### config.mk
export PLATFORM = sky130hd
export DESIGN_NAME = sim_mapper
export DESIGN_NICKNAME = d
export VERILOG_FILES = /design/src/sim_pkg.sv /design/src/sim_mapper.sv
export VERILOG_INCLUDE_DIRS = /design/src
export SDC_FILE = /design/constraint.sdc
export NUM_CORES = 1
export LEC_CHECK = 0
export ABC_AREA = 1
export BUFFER_PORTS_ARGS = -buffer_cell sky130_fd_sc_hd__buf_2
export CORE_UTILIZATION = 55
export DETAILED_ROUTE_END_ITERATION = 12
export PLACE_DENSITY = 0.75
export SLEW_MARGIN = 20
export SYNTH_ARGS = -nofsm -noshare
export SYNTH_HDL_FRONTEND = slang
export SYNTH_SLANG_ARGS = --single-unit
### constraint.sdc
create_clock -name ref_clk -period 4.2 [get_ports ref_clk]
set_input_delay 0.63 -clock ref_clk [delete_from_list [all_inputs] [get_ports ref_clk]]
set_output_delay 0.63 -clock ref_clk [all_outputs]
set_load 0.02 [all_outputs]
### src/sim_map.svh
// Register offsets, field positions, reset values and function codes
`ifndef SIM_MAP_SVH
`define SIM_MAP_SVH

`define SIM_ADDR_W        4
`define SIM_DATA_W        16

// Function code registers, one per input, at offsets 0x0 .. 0x7
`define SIM_OFS_CODE0     4'h0
`define SIM_OFS_MODE      4'h8
`define SIM_OFS_LIMIT     4'h9
`define SIM_OFS_RAMP      4'hA
`define SIM_OFS_STATUS    4'hB
`define SIM_OFS_SELECT    4'hC
`define SIM_OFS_SCALE     4'hD

// Mode setting fields
`define SIM_MODE_BASE_LSB 0
`define SIM_MODE_POS_SEQ  2

// Limit enable fields
`define SIM_LIM_TORQUE    0
`define SIM_LIM_VELOCITY  1

`define SIM_RST_CODE      8'h00
`define SIM_RST_MODE      3'h0
`define SIM_RST_LIMIT     2'h0
`define SIM_RST_RAMP      16'h0100
`define SIM_SCALE_FULL    16'hFFFF

// Input function codes
`define SIM_FN_NONE       8'h00
`define SIM_FN_REVERSE    8'h06
`define SIM_FN_HALT       8'h07
`define SIM_FN_START      8'h08
`define SIM_FN_TRQ_LIM    8'h09
`define SIM_FN_VEL_LIM    8'h10
`define SIM_FN_SET_B0     8'h11
`define SIM_FN_SET_B1     8'h12
`define SIM_FN_SET_B2     8'h13
`define SIM_FN_VSEL_B0    8'h14
`define SIM_FN_VSEL_B1    8'h15
`define SIM_FN_TSEL_B0    8'h16
`define SIM_FN_TSEL_B1    8'h17
`define SIM_FN_VEL_POS    8'h18
`define SIM_FN_VEL_TRQ    8'h19
`define SIM_FN_SET_B3     8'h1A
`define SIM_FN_SET_B4     8'h1B
`define SIM_FN_PROBE1     8'h1C

// Only this input may carry the touch probe function
`define SIM_PROBE_INPUT   6

`endif

### src/sim_pkg.sv
// Types shared by the servo input function mapper
package sim_pkg;

  typedef enum logic [1:0]
  {
    SIM_MODE_VELOCITY,
    SIM_MODE_TORQUE,
    SIM_MODE_PULSE_TRAIN,
    SIM_MODE_POS_SEQUENCE
  } sim_mode_t;

  typedef logic [7:0][7:0] sim_code_arr_t;

  typedef struct packed
  {
    logic       reverse_rotation;
    logic       halt_request;
    logic       halted;
    logic       torque_limit_on;
    logic       velocity_limit_on;
    logic [4:0] set_index;
    logic [1:0] velocity_ref_sel;
    logic [1:0] torque_ref_sel;
  } sim_motion_t;

endpackage : sim_pkg

### src/sim_mapper.sv
// Digital input function mapper for a servo drive
//
// Design decisions made here: the register offsets and the address-and-strobe port.
`timescale 1ns/1ns
`include "sim_map.svh"

module sim_mapper
  import sim_pkg::*;
#(
  parameter int N_INPUTS = 8
)
(
  input  wire logic                     ref_clk,
  input  wire logic                     srst,
  input  wire logic [N_INPUTS-1:0]      din,
  input  wire logic [`SIM_ADDR_W-1:0]   reg_addr,
  input  wire logic [`SIM_DATA_W-1:0]   reg_wdata,
  input  wire logic                     reg_wr,
  input  wire logic                     reg_rd,
  output logic      [`SIM_DATA_W-1:0]   reg_rdata,
  output sim_mode_t                     op_mode,
  output sim_motion_t                   motion,
  output logic      [`SIM_DATA_W-1:0]   motion_scale,
  output logic                          data_set_start,
  output logic                          probe_trigger
);

  // Level of the input carrying a function; zero if no input carries it
  function automatic logic fn_level(input sim_code_arr_t codes,
                                    input logic [7:0]    lvl,
                                    input logic [7:0]    code);
    logic hit;
    hit = 1'b0;
    for (int i = 0; i < 8; i++)
    begin
      if (codes[i] == code)
        hit = hit | lvl[i];
    end
    return hit;
  endfunction : fn_level

  // Whether some input carries a function
  function automatic logic fn_used(input sim_code_arr_t codes,
                                   input logic [7:0]    code);
    logic hit;
    hit = 1'b0;
    for (int i = 0; i < 8; i++)
    begin
      if (codes[i] == code)
        hit = 1'b1;
    end
    return hit;
  endfunction : fn_used

  // Whether a code names a function that this block carries out
  function automatic logic fn_known(input logic [7:0] code);
    return ((code >= `SIM_FN_REVERSE) && (code <= `SIM_FN_TRQ_LIM))
           || ((code >= `SIM_FN_VEL_LIM) && (code <= `SIM_FN_PROBE1));
  endfunction : fn_known

  // Registers
  sim_code_arr_t             code_reg;
  logic [2:0]                mode_set_reg;
  logic [1:0]                limit_set_reg;
  logic [`SIM_DATA_W-1:0]    ramp_reg;
  logic [`SIM_DATA_W-1:0]    rdata_reg;
  logic [N_INPUTS-1:0]       din_meta_reg;
  logic [N_INPUTS-1:0]       din_sync_reg;
  logic                      start_lvl_reg;
  logic                      probe_lvl_reg;
  logic                      start_reg;
  logic                      probe_reg;
  logic [`SIM_DATA_W-1:0]    scale_reg;
  logic [`SIM_DATA_W-1:0]    scale_next;
  sim_mode_t                 mode_reg;
  sim_mode_t                 mode_next;
  sim_motion_t               motion_reg;
  sim_motion_t               motion_next;

  // Decoded input functions
  wire logic [7:0] lvl;
  wire logic [7:0] fn_mask;
  wire logic       halt_done;
  wire logic       reverse_in;
  wire logic       halt_in;
  wire logic       start_in;
  wire logic       trq_lim_in;
  wire logic       vel_lim_in;
  wire logic [4:0] set_index;
  wire logic [1:0] vel_sel;
  wire logic [1:0] trq_sel;
  wire logic       vel_pos_in;
  wire logic       vel_trq_in;
  wire logic       vel_pos_used;
  wire logic       vel_trq_used;
  wire logic       probe_in;
  wire logic       reverse_ok;
  wire logic       start_edge;
  wire logic       probe_edge;
  wire logic       wr_code;
  wire logic [2:0] wr_idx;
  wire sim_mode_t  base_mode;
  wire sim_mode_t  pos_mode;
  wire logic [`SIM_DATA_W-1:0] rd_mux;
  wire logic [`SIM_DATA_W-1:0] scale_dec;
  wire logic [`SIM_DATA_W-1:0] status_word;
  wire logic [`SIM_DATA_W-1:0] select_word;

  // Inputs with no listed function are masked before any decode
  genvar g;
  generate
    for (g = 0; g < 8; g++)
    begin : g_mask
      assign fn_mask[g] = fn_known(code_reg[g]);
    end
  endgenerate

  assign lvl        = 8'(din_sync_reg) & fn_mask;
  assign reverse_in = fn_level(code_reg, lvl, `SIM_FN_REVERSE);
  assign halt_in    = fn_level(code_reg, lvl, `SIM_FN_HALT);
  assign start_in   = fn_level(code_reg, lvl, `SIM_FN_START);
  assign trq_lim_in = fn_level(code_reg, lvl, `SIM_FN_TRQ_LIM);
  assign vel_lim_in = fn_level(code_reg, lvl, `SIM_FN_VEL_LIM);
  assign set_index  = {fn_level(code_reg, lvl, `SIM_FN_SET_B4),
                       fn_level(code_reg, lvl, `SIM_FN_SET_B3),
                       fn_level(code_reg, lvl, `SIM_FN_SET_B2),
                       fn_level(code_reg, lvl, `SIM_FN_SET_B1),
                       fn_level(code_reg, lvl, `SIM_FN_SET_B0)};
  assign vel_sel    = {fn_level(code_reg, lvl, `SIM_FN_VSEL_B1),
                       fn_level(code_reg, lvl, `SIM_FN_VSEL_B0)};
  assign trq_sel    = {fn_level(code_reg, lvl, `SIM_FN_TSEL_B1),
                       fn_level(code_reg, lvl, `SIM_FN_TSEL_B0)};
  assign vel_pos_in   = fn_level(code_reg, lvl, `SIM_FN_VEL_POS);
  assign vel_trq_in   = fn_level(code_reg, lvl, `SIM_FN_VEL_TRQ);
  assign vel_pos_used = fn_used(code_reg, `SIM_FN_VEL_POS);
  assign vel_trq_used = fn_used(code_reg, `SIM_FN_VEL_TRQ);

  // Probe is honoured only on the dedicated input
  assign probe_in = (code_reg[`SIM_PROBE_INPUT] == `SIM_FN_PROBE1)
                    && lvl[`SIM_PROBE_INPUT];

  // Mode selection; the velocity-position switch wins if both are mapped
  // Base mode applies only while no input carries a mode switch
  assign base_mode = sim_mode_t'(mode_set_reg[`SIM_MODE_BASE_LSB +: 2]);
  assign pos_mode  = mode_set_reg[`SIM_MODE_POS_SEQ] ? SIM_MODE_POS_SEQUENCE
                                                     : SIM_MODE_PULSE_TRAIN;
  assign mode_next = vel_pos_used ? (vel_pos_in ? pos_mode
                                                : SIM_MODE_VELOCITY)
                   : vel_trq_used ? (vel_trq_in ? SIM_MODE_TORQUE
                                                : SIM_MODE_VELOCITY)
                   : base_mode;

  // Mode of the cycle before, so a mode being left keeps reversal for one more cycle
  assign reverse_ok = (mode_reg == SIM_MODE_VELOCITY)
                      || (mode_reg == SIM_MODE_TORQUE);

  // Start and probe act on rising edges only, start only in position sequence mode; a held level fires at most once
  assign start_edge = start_in && !start_lvl_reg
                      && (mode_reg == SIM_MODE_POS_SEQUENCE);
  assign probe_edge = probe_in && !probe_lvl_reg;

  // Halt ramp: scale falls by the ramp step per cycle, saturating at zero
  // A step larger than the remainder would otherwise wrap back to speed
  assign scale_dec  = (scale_reg > ramp_reg) ? scale_reg - ramp_reg
                                             : '0;
  assign scale_next = halt_in ? scale_dec
                              : `SIM_SCALE_FULL;
  assign halt_done  = halt_in && (scale_next == '0);

  always_comb
  begin
    motion_next                   = '0;
    motion_next.reverse_rotation  = reverse_in && reverse_ok;
    motion_next.halt_request      = halt_in;
    motion_next.halted            = halt_done;
    motion_next.torque_limit_on   = trq_lim_in
                                    || limit_set_reg[`SIM_LIM_TORQUE];
    motion_next.velocity_limit_on = vel_lim_in
                                    || limit_set_reg[`SIM_LIM_VELOCITY];
    motion_next.set_index         = set_index;
    motion_next.velocity_ref_sel  = vel_sel;
    motion_next.torque_ref_sel    = trq_sel;
  end

  // Register bus decode
  assign wr_code = reg_wr && (reg_addr < `SIM_OFS_MODE);
  assign wr_idx  = reg_addr[2:0];

  // Read-only words built from the registered state
  assign status_word = {9'h000, mode_reg, motion_reg.reverse_rotation,
                        motion_reg.halt_request, motion_reg.halted,
                        motion_reg.torque_limit_on, motion_reg.velocity_limit_on};
  assign select_word = {7'h00, motion_reg.set_index, motion_reg.velocity_ref_sel,
                        motion_reg.torque_ref_sel};

  assign rd_mux =
      (reg_addr < `SIM_OFS_MODE)  ? {8'h00, code_reg[reg_addr[2:0]]}
    : (reg_addr == `SIM_OFS_MODE)  ? {13'h0000, mode_set_reg}
    : (reg_addr == `SIM_OFS_LIMIT) ? {14'h0000, limit_set_reg}
    : (reg_addr == `SIM_OFS_RAMP)  ? ramp_reg
    : (reg_addr == `SIM_OFS_STATUS) ? status_word
    : (reg_addr == `SIM_OFS_SELECT) ? select_word
    : (reg_addr == `SIM_OFS_SCALE) ? scale_reg
    : '0;

  // Input synchroniser
  // Two stages: the pins are asynchronous to ref_clk
  always_ff @(posedge ref_clk)
  begin
    if (srst)
    begin
      din_meta_reg <= '0;
      din_sync_reg <= '0;
    end
    else
    begin
      din_meta_reg <= din;
      din_sync_reg <= din_meta_reg;
    end
  end

  // Software settings
  // Unmapped offsets fall through and leave every setting alone
  always_ff @(posedge ref_clk)
  begin
    if (srst)
    begin
      for (int i = 0; i < 8; i++)
        code_reg[i] <= `SIM_RST_CODE;
      mode_set_reg  <= `SIM_RST_MODE;
      limit_set_reg <= `SIM_RST_LIMIT;
      ramp_reg      <= `SIM_RST_RAMP;
    end
    else if (reg_wr)
    begin
      if (wr_code)
        code_reg[wr_idx] <= reg_wdata[7:0];
      if (reg_addr == `SIM_OFS_MODE)
        mode_set_reg <= reg_wdata[2:0];
      if (reg_addr == `SIM_OFS_LIMIT)
        limit_set_reg <= reg_wdata[1:0];
      if (reg_addr == `SIM_OFS_RAMP)
        ramp_reg <= reg_wdata;
    end
  end

  // Read data stands only in the cycle after the strobe
  always_ff @(posedge ref_clk)
  begin
    if (srst)
      rdata_reg <= '0;
    else
      rdata_reg <= reg_rd ? rd_mux : '0;
  end

  // Motion state
  // Edge detectors reset low, matching idle inputs, so release gives no pulse
  always_ff @(posedge ref_clk)
  begin
    if (srst)
    begin
      mode_reg      <= SIM_MODE_VELOCITY;
      motion_reg    <= '0;
      scale_reg     <= `SIM_SCALE_FULL;
      start_lvl_reg <= 1'b0;
      probe_lvl_reg <= 1'b0;
      start_reg     <= 1'b0;
      probe_reg     <= 1'b0;
    end
    else
    begin
      mode_reg      <= mode_next;
      motion_reg    <= motion_next;
      scale_reg     <= scale_next;
      start_lvl_reg <= start_in;
      probe_lvl_reg <= probe_in;
      start_reg     <= start_edge;
      probe_reg     <= probe_edge;
    end
  end

  assign reg_rdata      = rdata_reg;
  assign op_mode        = mode_reg;
  assign motion         = motion_reg;
  assign motion_scale   = scale_reg;
  assign data_set_start = start_reg;
  assign probe_trigger  = probe_reg;

endmodule : sim_mapper

## Word level (Yosys, flattened, before mapping)

Cells that the tools add are included.

- Add/subtract/negate cells: 1
- Magnitude comparators: 36
- Equality and inequality tests: 137
- Multiplexer cells: 163
- Bitwise gates (word level): 114
- Reductions and logical operators: 45

Operators by type and width:

| kind | number |
|---|---|
| 8-bit by 5-bit == test with 1-bit output (second input constant) | 97 |
| 1-bit two-way mux | 146 |
| 8-bit by 3-bit == test with 1-bit output (second input constant) | 16 |
| 8-bit by 4-bit == test with 1-bit output (second input constant) | 16 |
| 1-bit bitwise OR | 112 |
| 16-bit two-way mux | 6 |
| 64-bit bitwise mux | 1 |
| 8-bit by 3-bit >= comparator with 1-bit output (second input constant) | 8 |
| 8-bit by 5-bit >= comparator with 1-bit output (second input constant) | 8 |
| 8-bit by 4-bit <= comparator with 1-bit output (second input constant) | 8 |
| 8-bit by 5-bit <= comparator with 1-bit output (second input constant) | 8 |
| 8-bit two-way mux | 5 |
| 8-bit binary-select mux with 3-bit select | 1 |
| 8-bit demux with 3-bit select | 1 |
| 4-bit == test (second input constant) | 6 |
| 1-bit logical AND | 24 |
| 16-bit greater-than comparator | 1 |
| 16-bit zero test | 1 |
| 16-bit subtractor | 1 |
| 1-bit logical OR | 11 |
| 8-bit AND | 1 |
| 2-bit AND reduction | 4 |
| 2-bit two-way mux | 3 |
| 5-bit OR reduction | 1 |
| 9 further kinds | 10 |

- Flip-flop bits (word level): 153
- Input port bits: 32
- Output and inout bits: 50

## Depth between registers and ports, before layout

Gate-level depths: netlist of run 1.

- Depth after elaboration: 22
- Mapped depth: 17
- Depth with buffers taken out: 17

## Worst setup path before layout of run 1

No wires, ideal clock.

- Kind: register to register
- From: reg scale_reg[0] (netlist: motion_scale[0])
- To: reg motion_reg, in the netlist motion[11]
- Data arrival time: 2.037 ns
- Path slack: 2.099 ns
- Stages on the path, launching flop included: 18
- Clock period less this slack: 2.101 ns
- Cell sequence: dfxtp_1 > inv_1 > ha_1 > inv_1 > fa_1 > nand3_1 > nand3_2 > nand2_1 > nand2_2 > nand2_1 > nand2_2 > nand2_4 > inv_4 > nand3_1 > nand2_1 > nor2_1 > nand3_1 > nor2_1

- Word-level cells in the longest chain between the ends: 5

RTL lines:

| element | line | text |
|---|---|---|
| start, declared | sim_mapper.sv:73 | `` logic [`SIM_DATA_W-1:0] scale_reg; `` |
| start signal, assigned | sim_mapper.sv:264 | `` scale_reg <= `SIM_SCALE_FULL; `` |
| start signal, assigned | sim_mapper.sv:274 | `scale_reg <= scale_next;` |
| 16-bit subtractor / 16-bit greater-than comparator (equally long branches) | sim_mapper.sv:164 | `assign scale_dec = (scale_reg > ramp_reg) ? scale_reg - ramp_reg` |
| 16-bit two-way mux * | sim_mapper.sv:164 |  |
| 16-bit two-way mux (no line) * | - |  |
| 16-bit zero test * | sim_mapper.sv:168 | `assign halt_done = halt_in && (scale_next == '0);` |
| 1-bit logical AND * | sim_mapper.sv:168 |  |
| end signal, assigned | sim_mapper.sv:273 | `motion_reg <= motion_next;` |
| end, declared | sim_mapper.sv:77 | `sim_motion_t motion_reg;` |

Every way passes the cells marked *; elsewhere a longest branch is shown, timed or not.
A chain may end at the register's enable or synchronous reset.

## Worst setup path in the final report of run 1

- From: in reg_addr[0]
- To: reg rdata_reg[1] (netlist: reg_rdata[1])

- Word-level cells in the longest chain between the ends: 8

RTL lines:

| element | line | text |
|---|---|---|
| start, declared | sim_mapper.sv:16 | `` input wire logic [`SIM_ADDR_W-1:0] reg_addr, `` |
| 4-bit == test (no line) | - |  |
| 16-bit two-way mux | sim_mapper.sv:203 | `` : (reg_addr == `SIM_OFS_SCALE) ? scale_reg `` |
| 16-bit two-way mux | sim_mapper.sv:202 | `` : (reg_addr == `SIM_OFS_SELECT) ? select_word `` |
| 16-bit two-way mux | sim_mapper.sv:201 | `` : (reg_addr == `SIM_OFS_STATUS) ? status_word `` |
| 16-bit two-way mux | sim_mapper.sv:200 | `` : (reg_addr == `SIM_OFS_RAMP) ? ramp_reg `` |
| 8-bit two-way mux | sim_mapper.sv:199 | `` : (reg_addr == `SIM_OFS_LIMIT) ? {14'h0000, limit_set_reg} `` |
| 8-bit two-way mux | sim_mapper.sv:198 | `` : (reg_addr == `SIM_OFS_MODE) ? {13'h0000, mode_set_reg} `` |
| 8-bit two-way mux * | sim_mapper.sv:197 | `` (reg_addr < `SIM_OFS_MODE) ? {8'h00, code_reg[reg_addr[2:0]]} `` |
| end signal, assigned | sim_mapper.sv:253 | `rdata_reg <= reg_rd ? rd_mux : '0;` |
| end, declared | sim_mapper.sv:66 | `` logic [`SIM_DATA_W-1:0] rdata_reg; `` |

Every way passes the cells marked *; elsewhere a longest branch is shown, timed or not. The select of a mux whose other input is x is not followed.

==> qor.yml, run 1 <==
clock_tree:
  cts_hold_buf: 0
  cts_tree: "built"
  root_buffer: "clkbuf_16"
  cts_resized: 0
  clock_latency_ns: 0.44
  cts.sink_count: 153
  clockBufferDepth: 2
  cts_max_level: 4
  postCtsSetupBuffers: 0
  numCtsBuffers: 17
  cts.clk_slew.worst_paths_ns: 0.07
synth:
  synth_cell_types: 51
  synth_top_area_share: 0.340
  synthCells: 1374
  yosys.area.top_type: "dfxtp_1"
  synth.area.top_cells: "dfxtp_1 34%, nand2_1 10%, inv_1 8.0%, a21oi_1 7.3%, nor2_1 6.9%"
  syn_avg_cell_area_um2: 6.56
  ys_seq_elements: 153
  ys.flop_type: "dfxtp_1"
  ys_seq_area_frac: 0.340
  synth_area_um2: 9010
  synth_warnings: 0
  synth_edf_count: 0
  syn-num-nets: 1423
  synthArstFlopShare: 0
hold_path:
  min_path_cells: 3
  hp-start: "din[2]"
  hp-class: "in -> reg"
  whs_endpoint: "din_meta_reg[2]"
final_layout:
  fin_cells: 1663
  area_delta_synth_final_pct: 12.0
  largest_reg_flops: 64
  drive_above_1_share: 0.142
  final_area_um2: 10100
  layout_common_cells: "251 x nand2_1, 191 x inv_1, 166 x nor2_1"
  final_common_cell: "nand2_1"
  nets: 1483
  diodes: 0
power:
  power.switching_w: 0.000948
  irDropWorstVdd_mv: 0.312
  p_sw_frac: 0.278
  seqPwrFrac: 0.441
  p_int_w: 0.00246
  pwr-share-comb: 0.087
  clkPwrFrac: 0.472
  p_per_area_nw_per_um2: 337
  p_leak_nw: 4.24
timing:
  max_freq_ghz: 0.390
  hold_viol: 0
  setup_tns_ns: 0
  finalWorstPathRequiredPeriod_ns: 2.56
  slew_violations: 0
  fin_hold_ws_ns: 0.392
  skew_ns: 0.00983
  slew_headroom: 0.340
  rsz0062_at_grt: "no"
  setup_viol: 0
  layout_worst_path_cycle_share: 0.610
  tightest_slew_ns: 0.981
status:
  outcome: "finished clean"
setup_path:
  crit_required_ns: 4.56
  worst-setup-path-type: "in -> reg"
  rr_startpoint: "ramp_reg[0]"
  cp_data_arrival_time_ns: 2.92
  reg2reg_depth: 16
  r2r-end: "motion[11]"
  critPathMaxFanout: 21
  rrSetupSlack_ns: 1.68
  end_kind: "register"
  startpoint_type: "input port"
grt:
  overflow: 0
  grt_pass1_vias: 8244
  grt_pass1_wl_mm: 48.7
  antenna_found_initial: 0
  grt_util_all_layers: 0.399
  grt_max_degree: 56
detailed_routing:
  wl_mm: 33.9
  drc: 0
  post_drt_wl_per_cell_um: 20.4
  drtIter0Drc: 1483
  viasPerCell: 6.00
  antenna_left: 0
  drt_first_pass_iters: 8
  vias: 9981
place:
  numPortBuffers: 81
  gp_congestion: 1.08
  place_hpwl_mm: 26.5
  post-place-cells: 1631
  place_area_um2: 9490
die:
  die_h_um: 130
  dieArea_um2: 16900
  fp.dieW_um: 130
  num_io_pins: 82
  start_util: 0.565
  row_count: 46
  core-area_um2: 15900
run:
  maxCapViolations: 0
==> through the flow <==
step / total power, W / util / setup WS [ns]
2_1_floorplan: 0.00172 / - / 2.10
3_3_place_gp: 0.00181 / 0.595 / 1.48
3_5_place_dp: 0.00182 / 0.595 / 1.38
4_1_cts: 0.00338 / 0.633 / 1.74
5_1_grt: 0.00348 / 0.633 / 1.44
6_report: 0.00340 / 0.633 / 1.64
==> worst max-delay path, cell delays in order <==
cell     delay [ns]
buf_2          0.21
inv_1          0.42
nand2_1        0.52
nor2_2         0.47
nand2_1        0.11
nand3_1        0.10
o21ai_0        0.09
o21ai_0        0.11
a21oi_1        0.06
a31oi_1        0.17
==> layer usage <==
layer | track usage | wire length (um) | vias to the layer above
li1 | - | - | 4661
met1 | 0.588 | 14800 | 4625
met2 | 0.578 | 14100 | 636
met3 | 0.0972 | 4240 | 59
met4 | 0.0985 | 685 | 0
met5 | 0 | 0 | -
==> how the worst max path moves through the flow <==
stage	from	endpoint	slack, ns
2_1_floorplan	motion_scale[0]	motion[11]	2.10
3_3_place_gp	reg_addr[0]	reg_rdata[2]	1.48
3_5_place_dp	reg_addr[0]	reg_rdata[2]	1.38
4_1_cts	ramp_reg[0]	motion[11]	1.74
5_1_grt	reg_addr[0]	reg_rdata[1]	1.44
6_report	reg_addr[0]	reg_rdata[1]	1.64
==> Yosys cell counts, types with 6 or more instances <==
library cell	count
a21oi_1	131
buf_2	12
clkbuf_1	21
dfxtp_1	153
ha_1	16
inv_1	192
inv_2	17
nand2_1	251
nand2_2	12
nand3_1	90
nand3_2	6
nand3b_1	7
nand4_1	24
nor2_1	166
nor2_2	22
nor2_4	8
nor3_1	17
nor3_2	6
nor4_1	6
o21ai_0	121
o21ai_2	9
o221ai_1	26
==> cells by family after synthesis <==
family | count (synthesis) | synth area share
XOR/XNOR | 5 | 0.00570
flip-flops | 153 | 0.340
AND/OR/NAND/NOR | 621 | 0.313
adder cells (fa/ha/maj) | 17 | 0.0244
buffers and inverters | 254 | 0.112
AO/OA/AOI/OAI | 324 | 0.205
==> layout make-up <==
cell class / count / area, um^2
Fill cell: 1537 / 5850
Multi-Input combinational cell: 967 / 4930
Sequential cell: 153 / 3060
Inverter: 212 / 801
Clock buffer: 17 / 425
Timing Repair Buffer: 83 / 420
Tap cell: 216 / 270
Clock inverter: 15 / 175
==> power groups by stage <==
stage,combinational [W],sequential (W),clock (W)
after global placement,0.000278,0.00153,0
after floorplan,0.000189,0.00153,0
after detailed placement,0.000282,0.00153,0
final,0.000295,0.00150,0.00161
after CTS,0.000284,0.00150,0.00160
after global routing,0.000319,0.00150,0.00166
Power figures use the tool's default switching activity.
==> inputs of run 2 (changes only) <==
==> constraint.sdc (replaced) <==
create_clock -name ref_clk -period 2.67 [get_ports ref_clk]
set_input_delay 0.4005 -clock ref_clk [delete_from_list [all_inputs] [get_ports ref_clk]]
set_output_delay 0.4005 -clock ref_clk [all_outputs]
set_load 0.02 [all_outputs]
==> run 2 against run 1 <==
Net effect: design area up 0.51%; clock power increased by 46%; non-clock buffer count is 10 higher; power rose by 52%; combinational power grew 63%; cell count increased by 0.60%; wire length down 3.2%; flip-flop and latch count unchanged; hold slack got worse by 0.23 ns; core utilization up 0.32 points.
==> qor.yml, run 2 (synthesis gave the netlist of run 1 again) <==
place:
  gp_congestion: 1.05
  numPortBuffers: 81
  place_hpwl_mm: 25.8
  place_ws_ns: 0.362
  post-place-cells: 1641
timing:
  finalWorstSetupSlack_ns: 0.304
  layout_worst_path_cycle_share: 0.886
  finalWorstPathRequiredPeriod_ns: 2.37
  hold_viol: 0
  tightest_slew_ns: 0.715
  slew_headroom: 0.519
  skew_ns: 0.0115
  setup_tns_ns: 0
  rsz0062_at_grt: "no"
  max_freq_ghz: 0.423
  fin_hold_ws_ns: 0.167
  slew_violations: 0
  setup_viol: 0
final_layout:
  largest_reg_flops: 64
  fin_cells: 1673
  drive_above_1_share: 0.148
  final_common_cell: "nand2_1"
  nets: 1493
  nFillCells: 1517
  area_delta_synth_final_pct: 12.6
  layout_common_cells: "251 x nand2_1, 191 x inv_1, 166 x nor2_1"
  diodes: 0
detailed_routing:
  antenna_left: 0
  drc: 0
  vias: 9723
  viasPerCell: 5.81
  drt_first_pass_iters: 5
  wl_mm: 32.8
  post_drt_wl_per_cell_um: 19.6
  drtIter0Drc: 1054
clock_tree:
  numCtsBuffers: 17
  cts.clk_slew.worst_paths_ns: 0.07
  cts_hold_buf: 0
  cts.sink_count: 153
  cts_tree: "built"
  cts_resized: 0
  clockBufferDepth: 2
  postCtsSetupBuffers: 0
  root_buffer: "clkbuf_16"
  cts_max_level: 4
  clock_latency_ns: 0.44
setup_path:
  rr_startpoint: "ramp_reg[0]"
  worst-setup-path-type: "reg -> reg"
  reg2reg_depth: 16
  path_buf_inv: 2
  cp.depth: 16
  crit_start: "ramp_reg[0]"
  startpoint_type: "register"
  max_stage_delay_ns: 0.41
  crit_required_ns: 3.04
  cp_data_arrival_time_ns: 2.74
  path_delay_family: "simple AND/OR/NAND/NOR gates"
  cpMaxStageDelayCell: "fa_1"
  crit_path_cell_trace: "ha_1, inv_1, fa_1, nand3_1, nand3_2, nand2_1, nand2_2, nand2_1, nand2_2, nand2_4, inv_4, nand3_1, nand2_1, nor2_1, nand3_1, nor2_1"
  critPathMaxFanout: 14
  end_kind: "register"
grt:
  antenna_found_initial: 0
  grt_util_all_layers: 0.391
  grt_util_met2: 0.560
  grt_max_degree: 88
  busiest_layer: "met2"
  overflow: 0
  grt_pass1_vias: 8402
  met3_usage: 0.102
  met1_usage: 0.557
  grt_pass1_wl_mm: 48.1
die:
  row_count: 46
  die_h_um: 130
  num_io_pins: 82
  dieArea_um2: 16900
  core-area_um2: 15900
  fp.dieW_um: 130
  start_util: 0.565
hold_path:
  hp-class: "in -> reg"
  hp-start: "din[3]"
  min_path_cells: 3
power:
  p_per_area_nw_per_um2: 512
  irDropWorstVdd_mv: 0.426
  p_leak_nw: 4.27
  finalPower_w: 0.00519
status:
  outcome: "finished clean"
run:
  maxCapViolations: 0
run 2: cell types whose count changed in the layout (fill, tap and decap cells not counted), sizes merged:
cell	previous run	this run
clkinvlp	2	3
buf	83	93
inv	221	220
bufinv	2	0
clkinv	2	3
clkbuf	17	18
run 2: cell type report:
cell class / count / area [um^2] / share of cell area
Clock inverter: 14 / 125 / 0.0123
Clock buffer: 18 / 439 / 0.0433
Multi-Input combinational cell: 967 / 4930 / 0.487
Sequential cell: 153 / 3060 / 0.302
Inverter: 212 / 801 / 0.0790
Tap cell: 216 / 270 / 0.0267
Timing Repair Buffer: 93 / 508 / 0.0501
run 2: metrics by stage:
step,utilization,area [um^2]
finish,0.636,10100
global route,0.636,10100
CTS,0.636,10100
detailed placement,0.601,9580
global placement,0.601,9580
floorplan,-,9010
run 2: routing by layer:
layer,up-vias,part of all wire
met5,-,0
met4,0,0.033
met3,64,0.11
met2,515,0.41
met1,4463,0.45
li1,4681,-
run 2: power breakdown:
part	internal (W)	total [W]	switching, W	leakage [nW]
Combinational	0.000133	0.000480	0.000347	2.76
Sequential	0.00233	0.00236	0.0000329	1.24
Clock	0.00125	0.00235	0.00110	0.272
Total	0.00371	0.00519	0.00148	4.27
run 2: worst min-delay path, delay by kind of cell:
kind | cells | cell delay (ns)
buffers and inverters | 2 | 0.10
and+or+nand+nor | 1 | 0.06
run 2: worst paths after layout:
kind / slack [ns] / end
worst max-delay path: 0.30 / motion[11]
worst min-delay path: 0.17 / din_meta_reg[3]
worst max register to register: 0.30 / motion[11]
worst min register to register: 0.40 / din_sync_reg[3]
==> inputs of run 3 (changes only) <==
--- a/config.mk
+++ b/config.mk
@@ -6,7 +6,7 @@
 export SDC_FILE = /design/constraint.sdc
 export NUM_CORES = 1
 export LEC_CHECK = 0
-export ABC_AREA = 1
+export ABC_AREA = 0
 export BUFFER_PORTS_ARGS = -buffer_cell sky130_fd_sc_hd__buf_2
 export CORE_UTILIZATION = 55
 export DETAILED_ROUTE_END_ITERATION = 12
==> run 3 against run 2 <==
Net effect: first-iteration DRC count increased by 2.1%; worst setup slack got worse by 0.26 ns; hold slack got worse by 0.0037 ns; register-to-register slack got worse by 0.26 ns; largest power group is now the clock network.
==> qor.yml, run 3 <==
place:
  gp_congestion: 1.11
  place_area_um2: 9110
  numPortBuffers: 81
  place_hpwl_mm: 22.2
  place_ws_ns: -0.0379
power:
  pwr-share-comb: 0.069
  p_int_w: 0.00368
  p_sw_frac: 0.271
  p_per_area_nw_per_um2: 516
  p_leak_nw: 3.79
  power.switching_w: 0.00137
  clkPwrFrac: 0.467
  irDropWorstVdd_mv: 0.485
  seqPwrFrac: 0.464
grt:
  met3_usage: 0.0825
  grt_util_all_layers: 0.376
  antenna_found_initial: 0
  met1_usage: 0.530
  overflow: 0
  grt_max_degree: 52
  grt_pass1_vias: 7476
  grt_util_met2: 0.567
  grt_pass1_wl_mm: 44.4
  busiest_layer: "met2"
synth:
  yosys.area.top_type: "dfxtp_1"
  ys_seq_elements: 153
  syn-num-nets: 1037
  synth_cell_types: 63
  synth_mux_area_frac: 0.141
  synth_warnings: 0
  synth.area.top_cells: "dfxtp_1 37%, mux2i_1 9.2%, nor2_1 5.5%, mux4_2 4.3%, nand2_1 4.3%"
  synth-simple-area-share: 0.260
  synthXorXnorAreaFrac: 0.0116
  synth_edf_count: 0
  syn_avg_cell_area_um2: 8.39
  synth_top_area_share: 0.370
  synth_area_um2: 8290
  synthCells: 988
  synthArstFlopShare: 0
  ys_seq_area_frac: 0.370
  synth_top_family_by_area: "simple AND/OR/NAND/NOR gates"
  synthAdderAreaFrac: 0.0266
  ys.flop_type: "dfxtp_1"
  ys_top_cells_by_count: "153 x dfxtp_1, 121 x nor2_1, 94 x nand2_1"
  synth.most_common_cell: "dfxtp_1"
  synth_compound_area_frac: 0.149
run:
  maxCapViolations: 0
clock_tree:
  cts_max_level: 4
  cts.sink_count: 153
  clock_latency_ns: 0.44
  root_buffer: "clkbuf_16"
  cts_hold_buf: 0
  clockBufferDepth: 2
  cts.clk_slew.worst_paths_ns: 0.07
  cts_tree: "built"
  numCtsBuffers: 17
setup_path:
  crit_required_ns: 3.05
  r2r-end: "motion[11]"
  reg2reg_depth: 10
  rrSetupSlack_ns: 0.04
  worst-setup-path-type: "reg -> reg"
  rr_startpoint: "ramp_reg[2]"
  end_kind: "register"
  startpoint_type: "register"
  critPathMaxFanout: 4
  cp_data_arrival_time_ns: 3.01
hold_path:
  min_path_cells: 2
  hp-start: "din[7]"
  hp-class: "in -> reg"
  whs_endpoint: "din_meta_reg[7]"
detailed_routing:
  drc: 0
  drt_first_pass_iters: 6
  antenna_left: 0
  post_drt_wl_per_cell_um: 22.9
  drtIter0Drc: 1076
  vias: 8159
  wl_mm: 29.3
  viasPerCell: 6.38
final_layout:
  area_delta_synth_final_pct: 18.2
  utilization: 0.671
  nets: 1131
  final_common_cell: "dfxtp_1"
  largest_reg_flops: 64
  final_area_um2: 9790
  diodes: 0
  drive_above_1_share: 0.197
  layout_common_cells: "151 x dfxtp_1, 121 x nor2_1, 94 x nand2_1"
timing:
  finalWorstPathRequiredPeriod_ns: 2.63
  slew_headroom: 0.554
  setup_viol: 0
  rsz0062_at_grt: "yes"
  setup_tns_ns: 0
  slew_violations: 0
  max_freq_ghz: 0.381
  hold_viol: 0
  layout_worst_path_cycle_share: 0.984
  finalWorstSetupSlack_ns: 0.0439
  skew_ns: 0.0106
  tightest_slew_ns: 0.664
die:
  die_h_um: 125
  dieArea_um2: 15600
  row_count: 44
  start_util: 0.568
  fp.dieW_um: 125
  core-area_um2: 14600
  num_io_pins: 82
status:
  outcome: "finished clean"
-- run 3: cell types whose count changed after synthesis, moves of 45 or more --
cell and delta:
a21oi_1 -80, inv_1 -167, mux2i_1 +76, nand2_1 -157
nand3_1 -52, nor2_1 -45, o21ai_0 -92
-- run 3: cells by family after synthesis --
family          after synthesis
simple gates                436
compound gates              184
flops                       153
mux                          96
buf+inv                      91
fa+ha+maj                    17
xor+xnor                     11
-- run 3: final cells by class --
type                    count  area (um^2)
clock inverters            15          154
well taps                 184          230
repair buffers            141          887
fillers                  1201         4800
flip-flops and latches    153         3070
multi-input cells         744         4930
clock buffers              17          425
inverters                  25         93.8
-- run 3: how the worst max path moves through the flow --
| stage | startpoint | end | slack, ns | cells past startpoint |
|---|---|---|---|---|
| floorplan | motion_scale[0] | motion[11] | 0.001 | 12 |
| global placement | motion_scale[0] | motion[11] | 0.01 | 12 |
| detailed placement | motion_scale[0] | motion[11] | -0.04 | 12 |
| CTS | motion_scale[0] | motion[11] | 0.002 | 13 |
| global route | ramp_reg[2] | motion[11] | -0.07 | 10 |
| finish | ramp_reg[2] | motion[11] | 0.04 | 10 |
-- run 3: worst max-delay path, stage by stage, from the launching register on --
cell	delay (ns)
dfxtp_1	0.33
inv_1	0.04
ha_1	0.36
a21oi_2	0.21
nand2_1	0.14
a211o_1	0.32
a211o_1	0.33
a2111oi_2	0.36
nand4_1	0.11
and4b_1	0.25
a22o_1	0.12
-- run 3: what timing repair did --
item,4_1_cts,5_1_grt
endpoints found under the setup margin,1,2
cloned,0,0
setup buffers,3,1
pin swaps,10,4
resized for setup,11,8
-- run 3: power by group through the flow --
stage               sequential [W]  clock, W  combinational, W
finish                     0.00234   0.00236          0.000347
global route               0.00235   0.00248          0.000367
CTS                        0.00234   0.00237          0.000337
detailed placement         0.00239         0          0.000335
global placement           0.00239         0          0.000333
floorplan                  0.00239         0          0.000213
-- run 3: metrics by stage --
stage / std cells / power (W) / hold slack [ns]
floorplan: 988 / 0.00260 / 0.375
finish: 1279 / 0.00505 / 0.163
global placement: 1243 / 0.00273 / 0.380
global route: 1279 / 0.00520 / 0.179
CTS: 1278 / 0.00505 / 0.161
detailed placement: 1243 / 0.00273 / 0.385
-- run 3: layer usage --
metal	share of wire	wire length, um	vias to the layer above
met2	0.44	12800	515
met3	0.11	3160	73
met4	0.030	870	0
met1	0.42	12400	3822
li1	-	-	3749
met5	0	0	-
